$ cat src/core/button_pkg.sv
// constants, register map and carrier types of the button detector
package button_pkg;

    // ---------------------------------------------------------------
    // register offsets
    // ---------------------------------------------------------------
    localparam logic [7:0] ADDR_STATUS   = 8'h00;
    localparam logic [7:0] ADDR_IRQ_POL  = 8'h11;
    localparam logic [7:0] ADDR_SLOW_INC = 8'h13;
    localparam logic [7:0] ADDR_FAST_INC = 8'h15;
    localparam logic [7:0] ADDR_HOLD_MAX = 8'h16;
    localparam logic [7:0] ADDR_MARGIN   = 8'h18;
    localparam logic [7:0] ADDR_TWIST    = 8'h19;
    localparam logic [7:0] ADDR_CM_BEND  = 8'h1A;
    localparam logic [7:0] ADDR_SCALER   = 8'h1E;
    localparam logic [7:0] ADDR_SPEED0   = 8'h25;
    localparam logic [7:0] ADDR_SPEED12  = 8'h28;
    localparam logic [7:0] ADDR_SPEED3   = 8'h2B;

    // ---------------------------------------------------------------
    // reset values and field positions
    // ---------------------------------------------------------------
    localparam logic [7:0] MARGIN_RST    = 8'h20;
    localparam logic [7:0] ZERO_RST      = 8'h00;
    localparam logic [7:0] INC_IDX_RST   = 8'h03;
    localparam int         STAT_PRESS    = 0;
    localparam int         STAT_READY    = 1;
    localparam int         STAT_ERR_LSB  = 4;
    localparam int         TWIST_EN      = 7;
    localparam int         IDX_W         = 3;

    // ---------------------------------------------------------------
    // thresholds and tracking arithmetic, steps in 1/72 count units
    // ---------------------------------------------------------------
    localparam int          THRESH_NOM   = 128;
    localparam logic [15:0] STEP_DEN     = 16'h0048;
    localparam logic [15:0] LP_SCALE     = 16'h0008;
    localparam logic [15:0] CONT_STEP    = 16'h0048;

    // ---------------------------------------------------------------
    // carriers
    // ---------------------------------------------------------------
    typedef struct packed {
        logic        wr;
        logic        rd;
        logic [7:0]  addr;
        logic [7:0]  wdata;
    } reg_req_t;

    typedef struct packed {
        logic        valid;
        logic [1:0]  chan;
        logic [15:0] count;
    } window_t;

endpackage

$ cat src/core/button_detector.sv
// per-channel threshold, baseline tracking, rejection filters and interrupt reporting
`timescale 1ns/100ps
`default_nettype none
module button_detector #(
    parameter int NUM_CH = 4,
    parameter int RAW_W  = 16
) (
    // clock and reset
    input  wire  logic                ref_clk,
    input  wire  logic                reset_n,
    input  wire  logic                ce,
    // register access
    input  wire  button_pkg::reg_req_t reg_req,
    output logic [7:0]                reg_rdata,
    // conversion front end
    input  wire  button_pkg::window_t window,
    input  wire  logic                cycle_done,
    input  wire  logic [3:0]          error_event,
    // mode straps
    input  wire  logic                power_level_pin,
    input  wire  logic                raw_data_mode,
    input  wire  logic                continuous_sampling_bit,
    // outputs
    output logic [NUM_CH-1:0]         button_output,
    output logic                      irq_pin,
    output logic [7:0]                count_scaler
);
    import button_pkg::*;

    localparam int RW = RAW_W + 1;

    if (NUM_CH != 4 || RAW_W != 16) begin : g_check
        $error("button_detector: NUM_CH must be 4 and RAW_W 16");
    end

    // ---------------------------------------------------------------
    // registers
    // ---------------------------------------------------------------
    logic [7:0] status_reg;
    logic [7:0] irq_pol_reg;
    logic [7:0] slow_inc_reg;
    logic [7:0] fast_inc_reg;
    logic [7:0] hold_max_reg;
    logic [7:0] margin_reg;
    logic [7:0] twist_reg;
    logic [7:0] cm_bend_reg;
    logic [7:0] speed0_reg;
    logic [7:0] speed12_reg;
    logic [7:0] speed3_reg;

    always_ff @(posedge ref_clk) begin
        if (!reset_n) begin
            irq_pol_reg  <= ZERO_RST;
            slow_inc_reg <= INC_IDX_RST;
            fast_inc_reg <= INC_IDX_RST;
            hold_max_reg <= ZERO_RST;
            margin_reg   <= MARGIN_RST;
            twist_reg    <= ZERO_RST;
            cm_bend_reg  <= ZERO_RST;
            count_scaler <= ZERO_RST;
            speed0_reg   <= ZERO_RST;
            speed12_reg  <= ZERO_RST;
            speed3_reg   <= ZERO_RST;
        end else if (ce && reg_req.wr) begin
            unique case (reg_req.addr)
                ADDR_IRQ_POL:  irq_pol_reg  <= reg_req.wdata;
                ADDR_SLOW_INC: slow_inc_reg <= reg_req.wdata;
                ADDR_FAST_INC: fast_inc_reg <= reg_req.wdata;
                ADDR_HOLD_MAX: hold_max_reg <= reg_req.wdata;
                ADDR_MARGIN:   margin_reg   <= reg_req.wdata;
                ADDR_TWIST:    twist_reg    <= reg_req.wdata;
                ADDR_CM_BEND:  cm_bend_reg  <= reg_req.wdata;
                ADDR_SCALER:   count_scaler <= reg_req.wdata;
                ADDR_SPEED0:   speed0_reg   <= reg_req.wdata;
                ADDR_SPEED12:  speed12_reg  <= reg_req.wdata;
                ADDR_SPEED3:   speed3_reg   <= reg_req.wdata;
                default: ;
            endcase
        end
    end

    always_ff @(posedge ref_clk) begin
        if (!reset_n) begin
            reg_rdata <= ZERO_RST;
        end else if (ce) begin
            if (reg_req.rd) begin
                unique case (reg_req.addr)
                    ADDR_STATUS:   reg_rdata <= status_reg;
                    ADDR_IRQ_POL:  reg_rdata <= irq_pol_reg;
                    ADDR_SLOW_INC: reg_rdata <= slow_inc_reg;
                    ADDR_FAST_INC: reg_rdata <= fast_inc_reg;
                    ADDR_HOLD_MAX: reg_rdata <= hold_max_reg;
                    ADDR_MARGIN:   reg_rdata <= margin_reg;
                    ADDR_TWIST:    reg_rdata <= twist_reg;
                    ADDR_CM_BEND:  reg_rdata <= cm_bend_reg;
                    ADDR_SCALER:   reg_rdata <= count_scaler;
                    ADDR_SPEED0:   reg_rdata <= speed0_reg;
                    ADDR_SPEED12:  reg_rdata <= speed12_reg;
                    ADDR_SPEED3:   reg_rdata <= speed3_reg;
                    default:       reg_rdata <= ZERO_RST;
                endcase
            end
        end
    end

    // ---------------------------------------------------------------
    // per-channel state
    // ---------------------------------------------------------------
    logic [RAW_W-1:0]   base_reg   [NUM_CH];
    logic [6:0]         frac_reg   [NUM_CH];
    logic signed [RW-1:0] result_reg [NUM_CH];
    logic [NUM_CH-1:0]  seeded_reg;

    logic                fire;
    logic [1:0]          ch;
    logic signed [RW-1:0] res_new;
    logic signed [RW-1:0] th_on;
    logic signed [RW-1:0] th_off;
    logic signed [RW-1:0] twist_lim;
    logic [1:0]          negative_speedup_code;

    assign fire      = ce && window.valid;
    assign ch        = window.chan;
    assign res_new   = $signed({1'b0, window.count}) - $signed({1'b0, base_reg[ch]});
    assign th_on     = RW'(THRESH_NOM) + RW'(margin_reg);
    assign th_off    = RW'(THRESH_NOM) - RW'(margin_reg);
    assign twist_lim = -$signed(RW'(twist_reg[6:0]));

    always_comb begin
        unique case (ch)
            2'd0:    negative_speedup_code = speed0_reg[1:0];
            2'd1:    negative_speedup_code = speed12_reg[1:0];
            2'd2:    negative_speedup_code = speed12_reg[3:2];
            default: negative_speedup_code = speed3_reg[1:0];
        endcase
    end

    // ---------------------------------------------------------------
    // filter views over all channels, current one freshly updated
    // ---------------------------------------------------------------
    logic [NUM_CH-1:0] above;
    logic [NUM_CH-1:0] beats_me;
    logic [NUM_CH-1:0] twisted;

    for (genvar i = 0; i < NUM_CH; i++) begin : g_view
        logic signed [RW-1:0] res_i;
        assign res_i       = (ch == 2'(i)) ? res_new : result_reg[i];
        assign above[i]    = res_i >= th_on;
        assign twisted[i]  = res_i < twist_lim;
        assign beats_me[i] = (ch != 2'(i)) && hold_max_reg[4+i] && above[i]
                             && (res_i > res_new);
    end

    logic [3:0] cm_hits;
    logic       twist_block;
    logic       common_block;
    logic       deform_block;
    logic       group_lose;
    logic       press_ok;
    logic       stay_on;
    logic       out_bit_next;

    assign cm_hits      = above & cm_bend_reg[3:0];
    assign twist_block  = twist_reg[TWIST_EN] && (|twisted);
    assign common_block = cm_bend_reg[ch] && (|(cm_hits & (cm_hits - 4'h1)));
    assign deform_block = cm_bend_reg[4+ch]
                          && (|(button_output & ~(4'h1 << ch)));
    assign group_lose   = hold_max_reg[4+ch] && (|beats_me);
    assign press_ok     = (res_new >= th_on) && !twist_block && !common_block
                          && !deform_block && !group_lose;
    assign stay_on      = res_new > th_off;
    assign out_bit_next = !raw_data_mode
                          && (button_output[ch] ? stay_on : press_ok);

    // ---------------------------------------------------------------
    // baseline step, kept as whole counts plus 1/72 residue
    // ---------------------------------------------------------------
    logic [15:0] step;
    logic [15:0] step_q;
    logic [6:0]  step_r;
    logic [7:0]  frac_up;
    logic        hold_now;
    logic        track_en;

    always_comb begin
        if (continuous_sampling_bit) begin
            step = CONT_STEP;
        end else if (power_level_pin) begin
            step = 16'h0001 << fast_inc_reg[IDX_W-1:0];
        end else begin
            step = LP_SCALE << slow_inc_reg[IDX_W-1:0];
        end
        if (res_new < 0) begin
            unique case (negative_speedup_code)
                2'b00: step = step;
                2'b01: step = step << 2;
                2'b10: step = step << 3;
                2'b11: step = step << 4;
            endcase
        end
    end

    assign step_q   = step / STEP_DEN;
    assign step_r   = 7'(step % STEP_DEN);
    assign frac_up  = {1'b0, frac_reg[ch]} + {1'b0, step_r};
    assign hold_now = hold_max_reg[ch] && button_output[ch];
    assign track_en = !raw_data_mode && !hold_now;

    always_ff @(posedge ref_clk) begin
        if (!reset_n) begin
            seeded_reg <= '0;
            for (int k = 0; k < NUM_CH; k++) begin
                base_reg[k]   <= '0;
                frac_reg[k]   <= '0;
                result_reg[k] <= '0;
            end
        end else if (fire) begin
            seeded_reg[ch] <= 1'b1;
            if (!seeded_reg[ch]) begin
                base_reg[ch]   <= window.count;
                result_reg[ch] <= '0;
            end else begin
                result_reg[ch] <= res_new;
                if (track_en && res_new > 0) begin
                    if (frac_up >= 8'(STEP_DEN)) begin
                        frac_reg[ch] <= 7'(frac_up - 8'(STEP_DEN));
                        base_reg[ch] <= base_reg[ch] + RAW_W'(step_q) + 1'b1;
                    end else begin
                        frac_reg[ch] <= frac_up[6:0];
                        base_reg[ch] <= base_reg[ch] + RAW_W'(step_q);
                    end
                end else if (track_en && res_new < 0) begin
                    if (frac_reg[ch] >= step_r) begin
                        frac_reg[ch] <= frac_reg[ch] - step_r;
                        base_reg[ch] <= base_reg[ch] - RAW_W'(step_q);
                    end else begin
                        frac_reg[ch] <= 7'(8'(frac_reg[ch]) + 8'(STEP_DEN) - 8'(step_r));
                        base_reg[ch] <= base_reg[ch] - RAW_W'(step_q) - 1'b1;
                    end
                end
            end
        end
    end

    // ---------------------------------------------------------------
    // button outputs, status and interrupt
    // ---------------------------------------------------------------
    logic [NUM_CH-1:0] button_next;
    logic [7:0]        status_next;
    logic              irq_act;

    always_comb begin
        button_next = raw_data_mode ? '0 : button_output;
        if (fire && seeded_reg[ch]) begin
            button_next[ch] = out_bit_next;
        end
    end

    always_comb begin
        status_next = status_reg;
        if (ce && reg_req.rd && reg_req.addr == ADDR_STATUS) begin
            status_next = ZERO_RST;
        end
        if (|(button_next & ~button_output)) begin
            status_next[STAT_PRESS] = 1'b1;
        end
        if (raw_data_mode && cycle_done) begin
            status_next[STAT_READY] = 1'b1;
        end
        status_next[STAT_ERR_LSB +: 4] = status_next[STAT_ERR_LSB +: 4] | error_event;
    end

    assign irq_act = (|button_next) || (|status_next[STAT_ERR_LSB +: 4])
                     || status_next[STAT_READY];

    always_ff @(posedge ref_clk) begin
        if (!reset_n) begin
            button_output <= '0;
            status_reg    <= ZERO_RST;
            irq_pin       <= 1'b1;
        end else if (ce) begin
            button_output <= button_next;
            status_reg    <= status_next;
            irq_pin       <= irq_pol_reg[0] ? irq_act : !irq_act;
        end
    end

    // ---------------------------------------------------------------
    // checks
    // ---------------------------------------------------------------
    logic [1:0] ch_d;
    always_ff @(posedge ref_clk) begin
        if (!reset_n) begin
            ch_d <= 2'd0;
        end else if (ce) begin
            ch_d <= ch;
        end
    end

    a_press_below_thr: assert property (@(posedge ref_clk) disable iff (!reset_n)
        (fire && !button_output[ch] && res_new < th_on) |=> !button_output[ch_d])
        else $error("press reported below on threshold");

    a_release_at_off: assert property (@(posedge ref_clk) disable iff (!reset_n)
        (fire && seeded_reg[ch] && button_output[ch] && res_new <= th_off)
        |=> !button_output[ch_d])
        else $error("button not released at off threshold");

    a_raw_no_track: assert property (@(posedge ref_clk) disable iff (!reset_n)
        (fire && raw_data_mode && seeded_reg[ch]) |=> (base_reg[ch_d] == $past(base_reg[ch])))
        else $error("baseline moved in raw data mode");

    a_hold_freezes: assert property (@(posedge ref_clk) disable iff (!reset_n)
        (fire && hold_max_reg[ch] && button_output[ch] && seeded_reg[ch])
        |=> (base_reg[ch_d] == $past(base_reg[ch])))
        else $error("baseline moved while held");

    a_twist_blocks: assert property (@(posedge ref_clk) disable iff (!reset_n)
        (fire && twist_block && !button_output[ch]) |=> !button_output[ch_d])
        else $error("press passed during twist");

    a_group_loser: assert property (@(posedge ref_clk) disable iff (!reset_n)
        (fire && group_lose && !button_output[ch]) |=> !button_output[ch_d])
        else $error("weaker group press reported");

    a_irq_while_down: assert property (@(posedge ref_clk) disable iff (!reset_n)
        ((|button_output) && $stable(irq_pol_reg)) |-> (irq_pin == irq_pol_reg[0]))
        else $error("interrupt idle while button pressed");

    a_press_seen_set: assert property (@(posedge ref_clk) disable iff (!reset_n)
        (ce && |(button_output & ~$past(button_output))) |-> status_reg[STAT_PRESS])
        else $error("press seen flag missing");

    a_error_irq: assert property (@(posedge ref_clk) disable iff (!reset_n)
        (ce && (|error_event)) |=> (irq_pin == irq_pol_reg[0])
        && (|status_reg[STAT_ERR_LSB +: 4]))
        else $error("error not reported");

    a_shared_blocks: assert property (@(posedge ref_clk) disable iff (!reset_n)
        (fire && common_block && !button_output[ch]) |=> !button_output[ch_d])
        else $error("shared response reported as press");

    a_bend_blocks: assert property (@(posedge ref_clk) disable iff (!reset_n)
        (fire && deform_block && !button_output[ch]) |=> !button_output[ch_d])
        else $error("press passed beside asserted button");

    a_press_taken: assert property (@(posedge ref_clk) disable iff (!reset_n)
        (fire && seeded_reg[ch] && !raw_data_mode && !button_output[ch] && press_ok)
        |=> button_output[ch_d])
        else $error("qualified press not reported");

    a_raw_outputs_low: assert property (@(posedge ref_clk) disable iff (!reset_n)
        (ce && raw_data_mode) |=> (button_output == '0))
        else $error("button output set in raw data mode");

    a_ready_irq: assert property (@(posedge ref_clk) disable iff (!reset_n)
        (ce && raw_data_mode && cycle_done)
        |=> (irq_pin == $past(irq_pol_reg[0])) && status_reg[STAT_READY])
        else $error("raw data ready not reported");

    a_flag_cleared: assert property (@(posedge ref_clk) disable iff (!reset_n)
        (ce && reg_req.rd && reg_req.addr == ADDR_STATUS && !(|(button_next & ~button_output)))
        |=> !status_reg[STAT_PRESS])
        else $error("press seen flag survived status read");

    a_fixed_step: assert property (@(posedge ref_clk) disable iff (!reset_n)
        (fire && seeded_reg[ch] && continuous_sampling_bit && track_en && res_new > 0)
        |=> (base_reg[ch_d] == $past(base_reg[ch]) + 1'b1))
        else $error("fixed baseline step not applied");

endmodule // button_detector
`default_nettype wire

$ cat config.mk
export PLATFORM = sky130hd
export DESIGN_NAME = button_detector
export DESIGN_NICKNAME = d
export VERILOG_FILES = /design/src/core/button_pkg.sv /design/src/core/button_detector.sv
export SDC_FILE = /design/constraint.sdc
export NUM_CORES = 1
export LEC_CHECK = 0
export BUFFER_PORTS_ARGS = -buffer_cell sky130_fd_sc_hd__buf_2
export CAP_MARGIN = 20
export CORE_MARGIN = 1
export CORE_UTILIZATION = 57
export DETAILED_ROUTE_END_ITERATION = 10
export GPL_TIMING_DRIVEN = 0
export HOLD_SLACK_MARGIN = 0.06
export PLACE_DENSITY = 0.81
export SKIP_CTS_REPAIR_TIMING = 1
export SLEW_MARGIN = 20
export SYNTH_ARGS = -nofsm -noshare
export SYNTH_HDL_FRONTEND = slang
export SYNTH_SLANG_ARGS = --single-unit
$ cat constraint.sdc
create_clock -name ref_clk -period 12.15 [get_ports ref_clk]
set_clock_uncertainty 0.05 [all_clocks]
set_input_delay 0.6075 -clock ref_clk [delete_from_list [all_inputs] [get_ports ref_clk]]
set_output_delay 0.6075 -clock ref_clk [all_outputs]
set_load 0.05 [all_outputs]
==> qor.tcl, run 1 <==
set qor(firstDrtPassIters) 6
set qor(detailroute.via_count) 21000
set qor(ys_async_sr_fraction_pct) 0
set qor(p_per_area_nw_per_um2) 116
set qor(numClockSinks) 271
set qor(critical-path-top-delay-family) {compound AO/OA/AOI/OAI gates}
set qor(power.share.sequential_pct) 36.0
set qor(synth.cell_area_sq_um) 22000
set qor(pre_cts_ws_ps) -218
set qor(io-pin-count) 69
set qor(register_area_sq_um) 7030
set qor(cts.clk_slew.worst_paths_ps) 60
set qor(layout.cell_area.non_filler_sq_um) 24100
set qor(criticalPathCategory) {in2reg}
set qor(final_layout_size_suffix_gt1_share_pct) 8.15
set qor(die_y_um) 199
set qor(vias_in_the_first_global_route) 19900
set qor(part_of_the_yosys_area_used_for_sequential_elements_pct) 31.9
set qor(net-switching-power_mw) 1.01
set qor(finalSetupViolations) 0
set qor(grt_max_degree) 17
set qor(result_of_the_run) {finished clean}
set qor(syn-mean-instance-area_sq_um) 8.86
set qor(routed_wl_mm) 79.5
set qor(synthCells) 2484
set qor(worst_slew_pin_slew_ps) 1220
set qor(buffer_ports.inserted) 63
set qor(crit_path_end_kind) {register}
set qor(intPower_mw) 1.80
set qor(cp_num_buf_inv) 10
set qor(maxCapViolCount) 0
set qor(detailedRoute.firstIterationViolations) 2231
set qor(fillerInstances) 3311
set qor(timing_hold_violations_final) 0
set qor(dpl.hpwl_mm) 61.8
set qor(n_antenna_cell) 0
set qor(timing.fmax_mhz) 85.5
set qor(clkPwrFrac_pct) 31.5
set qor(combPwrFrac_pct) 32.5
set qor(cellLeakagePower_nw) 9.68
set qor(placement.cell_area_sq_um) 23200
set qor(crit_path_max_fanout) 13
set qor(final_net_count) 2902
set qor(cts.path.max_buffers) 3
set qor(slew_violations) 0
set qor(postRouteAntennaNets) 0
set qor(floorplan.die.width_um) 199
set qor(fp-row-count) 71
set qor(multi_input_area_sq_um) 14100
set qor(ys.flop_type) {sky130_fd_sc_hd__edfxtp_1}
set qor(peak_per_stage_delay_on_the_critical_path_ps) 790
set qor(yosys.cell_types.count) 94
set qor(warning_count_from_the_yosys_run) 0
set qor(gp_routability_congestion) 1.06
set qor(numCtsBuffers) 29
set qor(slowest_stage) {sky130_fd_sc_hd__buf_1}
set qor(postSynthNetCount) 2794
set qor(timing.final.crit_share_pct) 96.3
set qor(initial_standard_cell_utilization_of_the_core_pct) 58.2
set qor(post_drt_wl_per_cell_um) 25.4
set qor(placedCellCount) 3072
set qor(grt_pass1_wl_mm) 119
set qor(clock-root-buffer) {sky130_fd_sc_hd__clkbuf_16}
set qor(cp.required_ps) 12400
set qor(fin_hold_ws_ps) 267
set qor(ys_seq_elements) 271
set qor(flip_flop_count_of_the_largest_register_after_layout) 68
set qor(gr-usage-all-layers_pct) 40.2
set qor(worst_setup_path_start_kind) {input port}
set qor(core_sq_um) 37800
set qor(grt_overflow_total) 0
set qor(detail_route.drc_violations) 0
set qor(die_area_sq_um) 39400
set qor(synth-edff-count) 160
set qor(viasPerCell) 6.71
set qor(rsz0062_at_grt) {false}
set qor(grt_antenna_before_repair) 4
set qor(fin_crit_ps) 11700
set qor(hold_start) {reg_req[6]}
set qor(finish.cell_count_without_fillers) 3126
set qor(cts_htree_levels) 1
set qor(fin_ws_ps) 448
set qor(launching_point_of_the_worst_reg2reg_path) {base_reg[2][10]}
set qor(flow.area_growth_from_synthesis_pct) 9.53
set qor(timing.slew.headroom_pct) 18.3
set qor(switching_share_pct) 35.8
set qor(class_of_the_worst_hold_path) {in2reg}
set qor(worst_skew_pair_later_pin_latency_ps) 590
set qor(worst_ir_drop_vdd_uv) 108
set qor(cts_tree) {built}
set qor(cp-startpoint) {window[17]}
set qor(worst-endpoint-arrival_ps) 11950
## final timing paths
path                                   endpoint  slack, ps  cells past startpoint
worst max-delay path            base_reg[0][15]        450                     35
worst min-delay path             irq_pol_reg[6]        270                      3
worst max register to register  base_reg[0][15]       2170                     34
worst min register to register    speed0_reg[2]        410                      2
## cell usage after synthesis, drive strengths merged (29+ instances only)
cell	number	share of area [%]
a21oi	124	2.8
dfxtp	111	10
nand4	40	1.1
clkbuf	107	1.8
ha	252	14
nor2	245	4.2
inv	150	2.6
nor3	43	1.0
mux2i	95	4.4
a21boi	31	1.1
nand3	68	1.5
mux4	29	3.0
a21o	40	1.4
a211oi	39	1.4
o21ai	165	3.8
nand2	212	3.6
edfxtp	160	22
xnor2	54	2.2
o21a	33	1.1
nor2b	93	2.6
## final cells by class
| class | instances | share of cell area [%] |
|---|---|---|
| Inverter | 152 | 2.37 |
| Timing Repair Buffer | 78 | 1.85 |
| Clock inverter | 11 | 0.431 |
| Multi-Input combinational cell | 1943 | 58.3 |
| Buffer | 117 | 1.91 |
| Sequential cell | 271 | 29.1 |
| Tap cell | 511 | 2.65 |
| Clock buffer | 43 | 3.36 |
## layer usage
| metal | part of all wire [%] | vias to the layer above | track usage [%] |
|---|---|---|---|
| li1 | - | 9352 | - |
| met1 | 38 | 9970 | 52.7 |
| met2 | 44 | 1394 | 62.5 |
| met3 | 14 | 259 | 11.2 |
| met4 | 4.4 | 8 | 16.6 |
| met5 | 0.063 | - | 0 |
## tightest hold or removal path: stages
cell and delay [ps]:
sky130_fd_sc_hd__buf_2 90, sky130_fd_sc_hd__mux2i_1 60, sky130_fd_sc_hd__nor2b_1 90
## kinds of logic (layout without fill, tap and decap cells)
family / after synthesis / after routing / share of synthesized area (%)
XOR/XNOR: 72 / 72 / 2.90
multiplexers: 131 / 131 / 7.70
buffers and inverters: 270 / 401 / 4.65
other: 2 / 2 / 0.0341
adder cells (fa/ha/maj): 263 / 263 / 15.3
AO/OA/AOI/OAI: 627 / 627 / 18.7
AND/OR/NAND/NOR: 848 / 848 / 18.8
flip-flops: 271 / 271 / 31.9
## per-stage QoR
stage               TNS, ps  total power [mW]  utilization [%]
CTS                       0              2.76             63.7
finish                    0              2.81             63.7
global route              0              2.91             63.7
global placement          0              1.87             60.7
detailed placement    -1030              1.90             61.3
floorplan                 0              1.63                -
## power groups by stage
stage	Sequential, mW	Combinational (mW)	Clock, mW
after global routing	1.01	0.990	0.910
final	1.01	0.913	0.885
after global placement	1.03	0.837	0
after floorplan	1.03	0.596	0
after CTS	1.01	0.878	0.877
after detailed placement	1.03	0.872	0
## cell usage in the layout, fill, tap and decap left out, types with 37 or more instances in the layout
cell / Yosys / layout
sky130_fd_sc_hd__edfxtp_1: 160 / 160
sky130_fd_sc_hd__clkbuf_1: 107 / 117
sky130_fd_sc_hd__nor2_1: 245 / 245
sky130_fd_sc_hd__mux2i_1: 94 / 94
sky130_fd_sc_hd__dfxtp_1: 111 / 111
sky130_fd_sc_hd__buf_2: 7 / 76
sky130_fd_sc_hd__nor2b_1: 93 / 93
sky130_fd_sc_hd__ha_1: 252 / 252
sky130_fd_sc_hd__nor3_1: 42 / 39
sky130_fd_sc_hd__a21o_1: 40 / 40
sky130_fd_sc_hd__a21oi_1: 123 / 123
sky130_fd_sc_hd__nand3_1: 68 / 68
sky130_fd_sc_hd__nand4_1: 40 / 40
sky130_fd_sc_hd__inv_1: 144 / 144
sky130_fd_sc_hd__nand2_1: 212 / 212
sky130_fd_sc_hd__a211oi_1: 37 / 37
sky130_fd_sc_hd__xnor2_1: 53 / 51
sky130_fd_sc_hd__o21ai_0: 153 / 142
No activity file was read; power rests on OpenSTA's default activity.
==> inputs of run 2 (changes only) <==
==> constraint.sdc (replaced) <==
create_clock -name ref_clk -period 12.5 [get_ports ref_clk]
set_clock_uncertainty 0.05 [all_clocks]
set_input_delay 0.625 -clock ref_clk [delete_from_list [all_inputs] [get_ports ref_clk]]
set_output_delay 0.625 -clock ref_clk [all_outputs]
set_load 0.05 [all_outputs]
==> qor.tcl, run 2 (same netlist as run 1, synthesis figures left out) <==
set qor(r2r-end) {base_reg[0][15]}
set qor(fin_crit_ps) 11590
set qor(launching_point_of_the_worst_reg2reg_path) {base_reg[3][10]}
set qor(grt_max_degree) 17 ;# unchanged
set qor(holdPathEnd) {irq_pol_reg[6]}
set qor(finalSetupViolations) 0 ;# unchanged
set qor(cts.clk_slew.worst_paths_ps) 60 ;# about the same
set qor(final_layout_size_suffix_gt1_share_pct) 8.15 ;# unchanged
set qor(cts.path.max_buffers) 3 ;# unchanged
set qor(rsz0062_at_grt) {false}
set qor(numCtsBuffers) 29 ;# unchanged
set qor(cellLeakagePower_nw) 9.68 ;# about the same
set qor(timing.slew.headroom_pct) 20.7 ;# +2.5 points
set qor(crit_path_max_fanout) 19 ;# +6
set qor(initial_standard_cell_utilization_of_the_core_pct) 58.2 ;# unchanged
set qor(detail_route.drc_violations) 0 ;# unchanged
set qor(cp_num_buf_inv) 9 ;# -1
set qor(grt_antenna_before_repair) 4 ;# unchanged
set qor(vias_in_the_first_global_route) 19900 ;# unchanged
set qor(setup-tns-final_ps) 0 ;# unchanged
set qor(register_area_sq_um) 7030 ;# unchanged
set qor(postRouteAntennaNets) 0 ;# unchanged
set qor(p_per_area_nw_per_um2) 113 ;# -2.8%
set qor(viasPerCell) 6.72 ;# +0.10%
set qor(timing.final.crit_share_pct) 92.7
set qor(cp.required_ps) 12750 ;# +350 ps
set qor(pre_cts_ws_ps) 114 ;# +333 ps
set qor(criticalPathCategory) {in2reg}
set qor(worst-endpoint-arrival_ps) 11830 ;# -120 ps
set qor(detailedRoute.firstIterationViolations) 2302 ;# +3.2%
set qor(flow.area_growth_from_synthesis_pct) 9.47 ;# about the same
set qor(worst_ir_drop_vdd_uv) 103 ;# -4.3%
set qor(multi_input_area_sq_um) 14100 ;# about the same
set qor(cts_htree_levels) 1 ;# unchanged
set qor(core_sq_um) 37800 ;# unchanged
set qor(clock-root-buffer) {sky130_fd_sc_hd__clkbuf_16}
set qor(fp-row-count) 71 ;# unchanged
set qor(worst_skew_pair_later_pin_latency_ps) 590 ;# about the same
set qor(hold-path-cell-count) 3 ;# unchanged
set qor(r2r_setup_slack_ps) 2530 ;# +360 ps
set qor(die_y_um) 199 ;# unchanged
set qor(placedCellCount) 3072 ;# unchanged
set qor(cts_tree) {built}
set qor(gr-usage-all-layers_pct) 40.2 ;# unchanged
set qor(layout_common_cells) {252 x sky130_fd_sc_hd__ha_1, 245 x sky130_fd_sc_hd__nor2_1, 212 x sky130_fd_sc_hd__nand2_1}
set qor(grt_overflow_total) 0 ;# unchanged
set qor(worst_r2r_path_depth) 32 ;# -5.9%
set qor(critical-path-top-delay-family) {buffers and inverters}
set qor(fillerInstances) 3309 ;# -0.060%
set qor(firstDrtPassIters) 7 ;# +1
set qor(detailroute.via_count) 21000 ;# +0.10%
set qor(peak_per_stage_delay_on_the_critical_path_ps) 810 ;# +20 ps
set qor(final_net_count) 2902 ;# unchanged
set qor(floorplan.die.width_um) 199 ;# unchanged
set qor(slowest_stage) {sky130_fd_sc_hd__clkbuf_1}
set qor(worst_slew_pin_slew_ps) 1180 ;# -36.6 ps
set qor(io-pin-count) 69 ;# unchanged
set qor(slew_violations) 0 ;# unchanged
set qor(maxCapViolCount) 0 ;# unchanged
set qor(final_common_cell) {sky130_fd_sc_hd__ha_1}
set qor(worst_setup_path_start_kind) {input port}
set qor(finish.cell_count_without_fillers) 3126 ;# unchanged
set qor(grt_pass1_wl_mm) 119 ;# unchanged
set qor(layout.core_utilization_pct) 63.7 ;# about the same
set qor(timing_hold_violations_final) 0 ;# unchanged
set qor(flip_flop_count_of_the_largest_register_after_layout) 68 ;# unchanged
set qor(n_antenna_cell) 0 ;# unchanged
set qor(hold_start) {reg_req[6]}
set qor(result_of_the_run) {finished clean}
set qor(dpl.hpwl_mm) 61.8 ;# unchanged
set qor(die_area_sq_um) 39400 ;# unchanged
set qor(fin_ws_ps) 914 ;# +467 ps
set qor(numClockSinks) 271 ;# unchanged
set qor(timing.critical_path.depth) 34 ;# -2.9%
set qor(total_power_mw) 2.73 ;# -2.9%
set qor(crit_path_end_kind) {register}
set qor(gp_routability_congestion) 1.06 ;# unchanged
set qor(timing.fmax_mhz) 86.3
set qor(routed_wl_mm) 79.5 ;# about the same
set qor(buffer_ports.inserted) 63 ;# unchanged
set qor(post_drt_wl_per_cell_um) 25.4 ;# about the same
set qor(class_of_the_worst_hold_path) {in2reg}
==> run 2: where the power goes <==
part	switching [mW]	leakage (nW)	internal [mW]	total, mW
clock	0.388	0.433	0.473	0.861
sequential	0.0118	2.56	0.971	0.983
combinational	0.577	6.69	0.308	0.885
==> run 2: routing by layer <==
layer | GRT usage [%] | wire, um | up-vias
met5 | 0 | 52 | -
met4 | 16.6 | 3550 | 8
met3 | 11.2 | 10100 | 251
met2 | 62.5 | 34800 | 1355
met1 | 52.7 | 31000 | 10000
li1 | - | - | 9349
==> run 2: how the worst max path moves through the flow <==
stage                                 end  startpoint
after global routing      base_reg[2][13]  window[16]
after global placement    base_reg[1][15]  window[16]
after floorplan           base_reg[0][15]  window[16]
after detailed placement  base_reg[3][15]  window[16]
final                     base_reg[0][15]  window[16]
after CTS                 base_reg[3][15]  window[16]
==> run 2: layout make-up <==
class / instances / share of cell area [%]
multi-input combinational: 1943 / 58.3
buffer: 117 / 1.86
clock buffer: 43 / 3.36
sequential: 271 / 29.1
clock inverter: 11 / 0.431
timing repair buffer: 78 / 1.85
inverter: 152 / 2.37
tap: 511 / 2.65
==> run 2: worst register-to-register path: cells and delay by family, from the launching register on <==
| family | cells | cell delay [ps] |
|---|---|---|
| mux | 1 | 70 |
| flops | 1 | 330 |
| compound gates | 12 | 3280 |
| simple gates | 10 | 2840 |
| buf+inv | 6 | 1930 |
| fa+ha+maj | 3 | 1190 |
==> run 2: through the flow <==
| step | instance area, sq um | hold slack, ps |
|---|---|---|
| after floorplan | 22000 | 385 |
| after global placement | 23000 | 394 |
| after detailed placement | 23200 | 406 |
| after CTS | 24100 | 284 |
| after global routing | 24100 | 310 |
| final | 24100 | 284 |
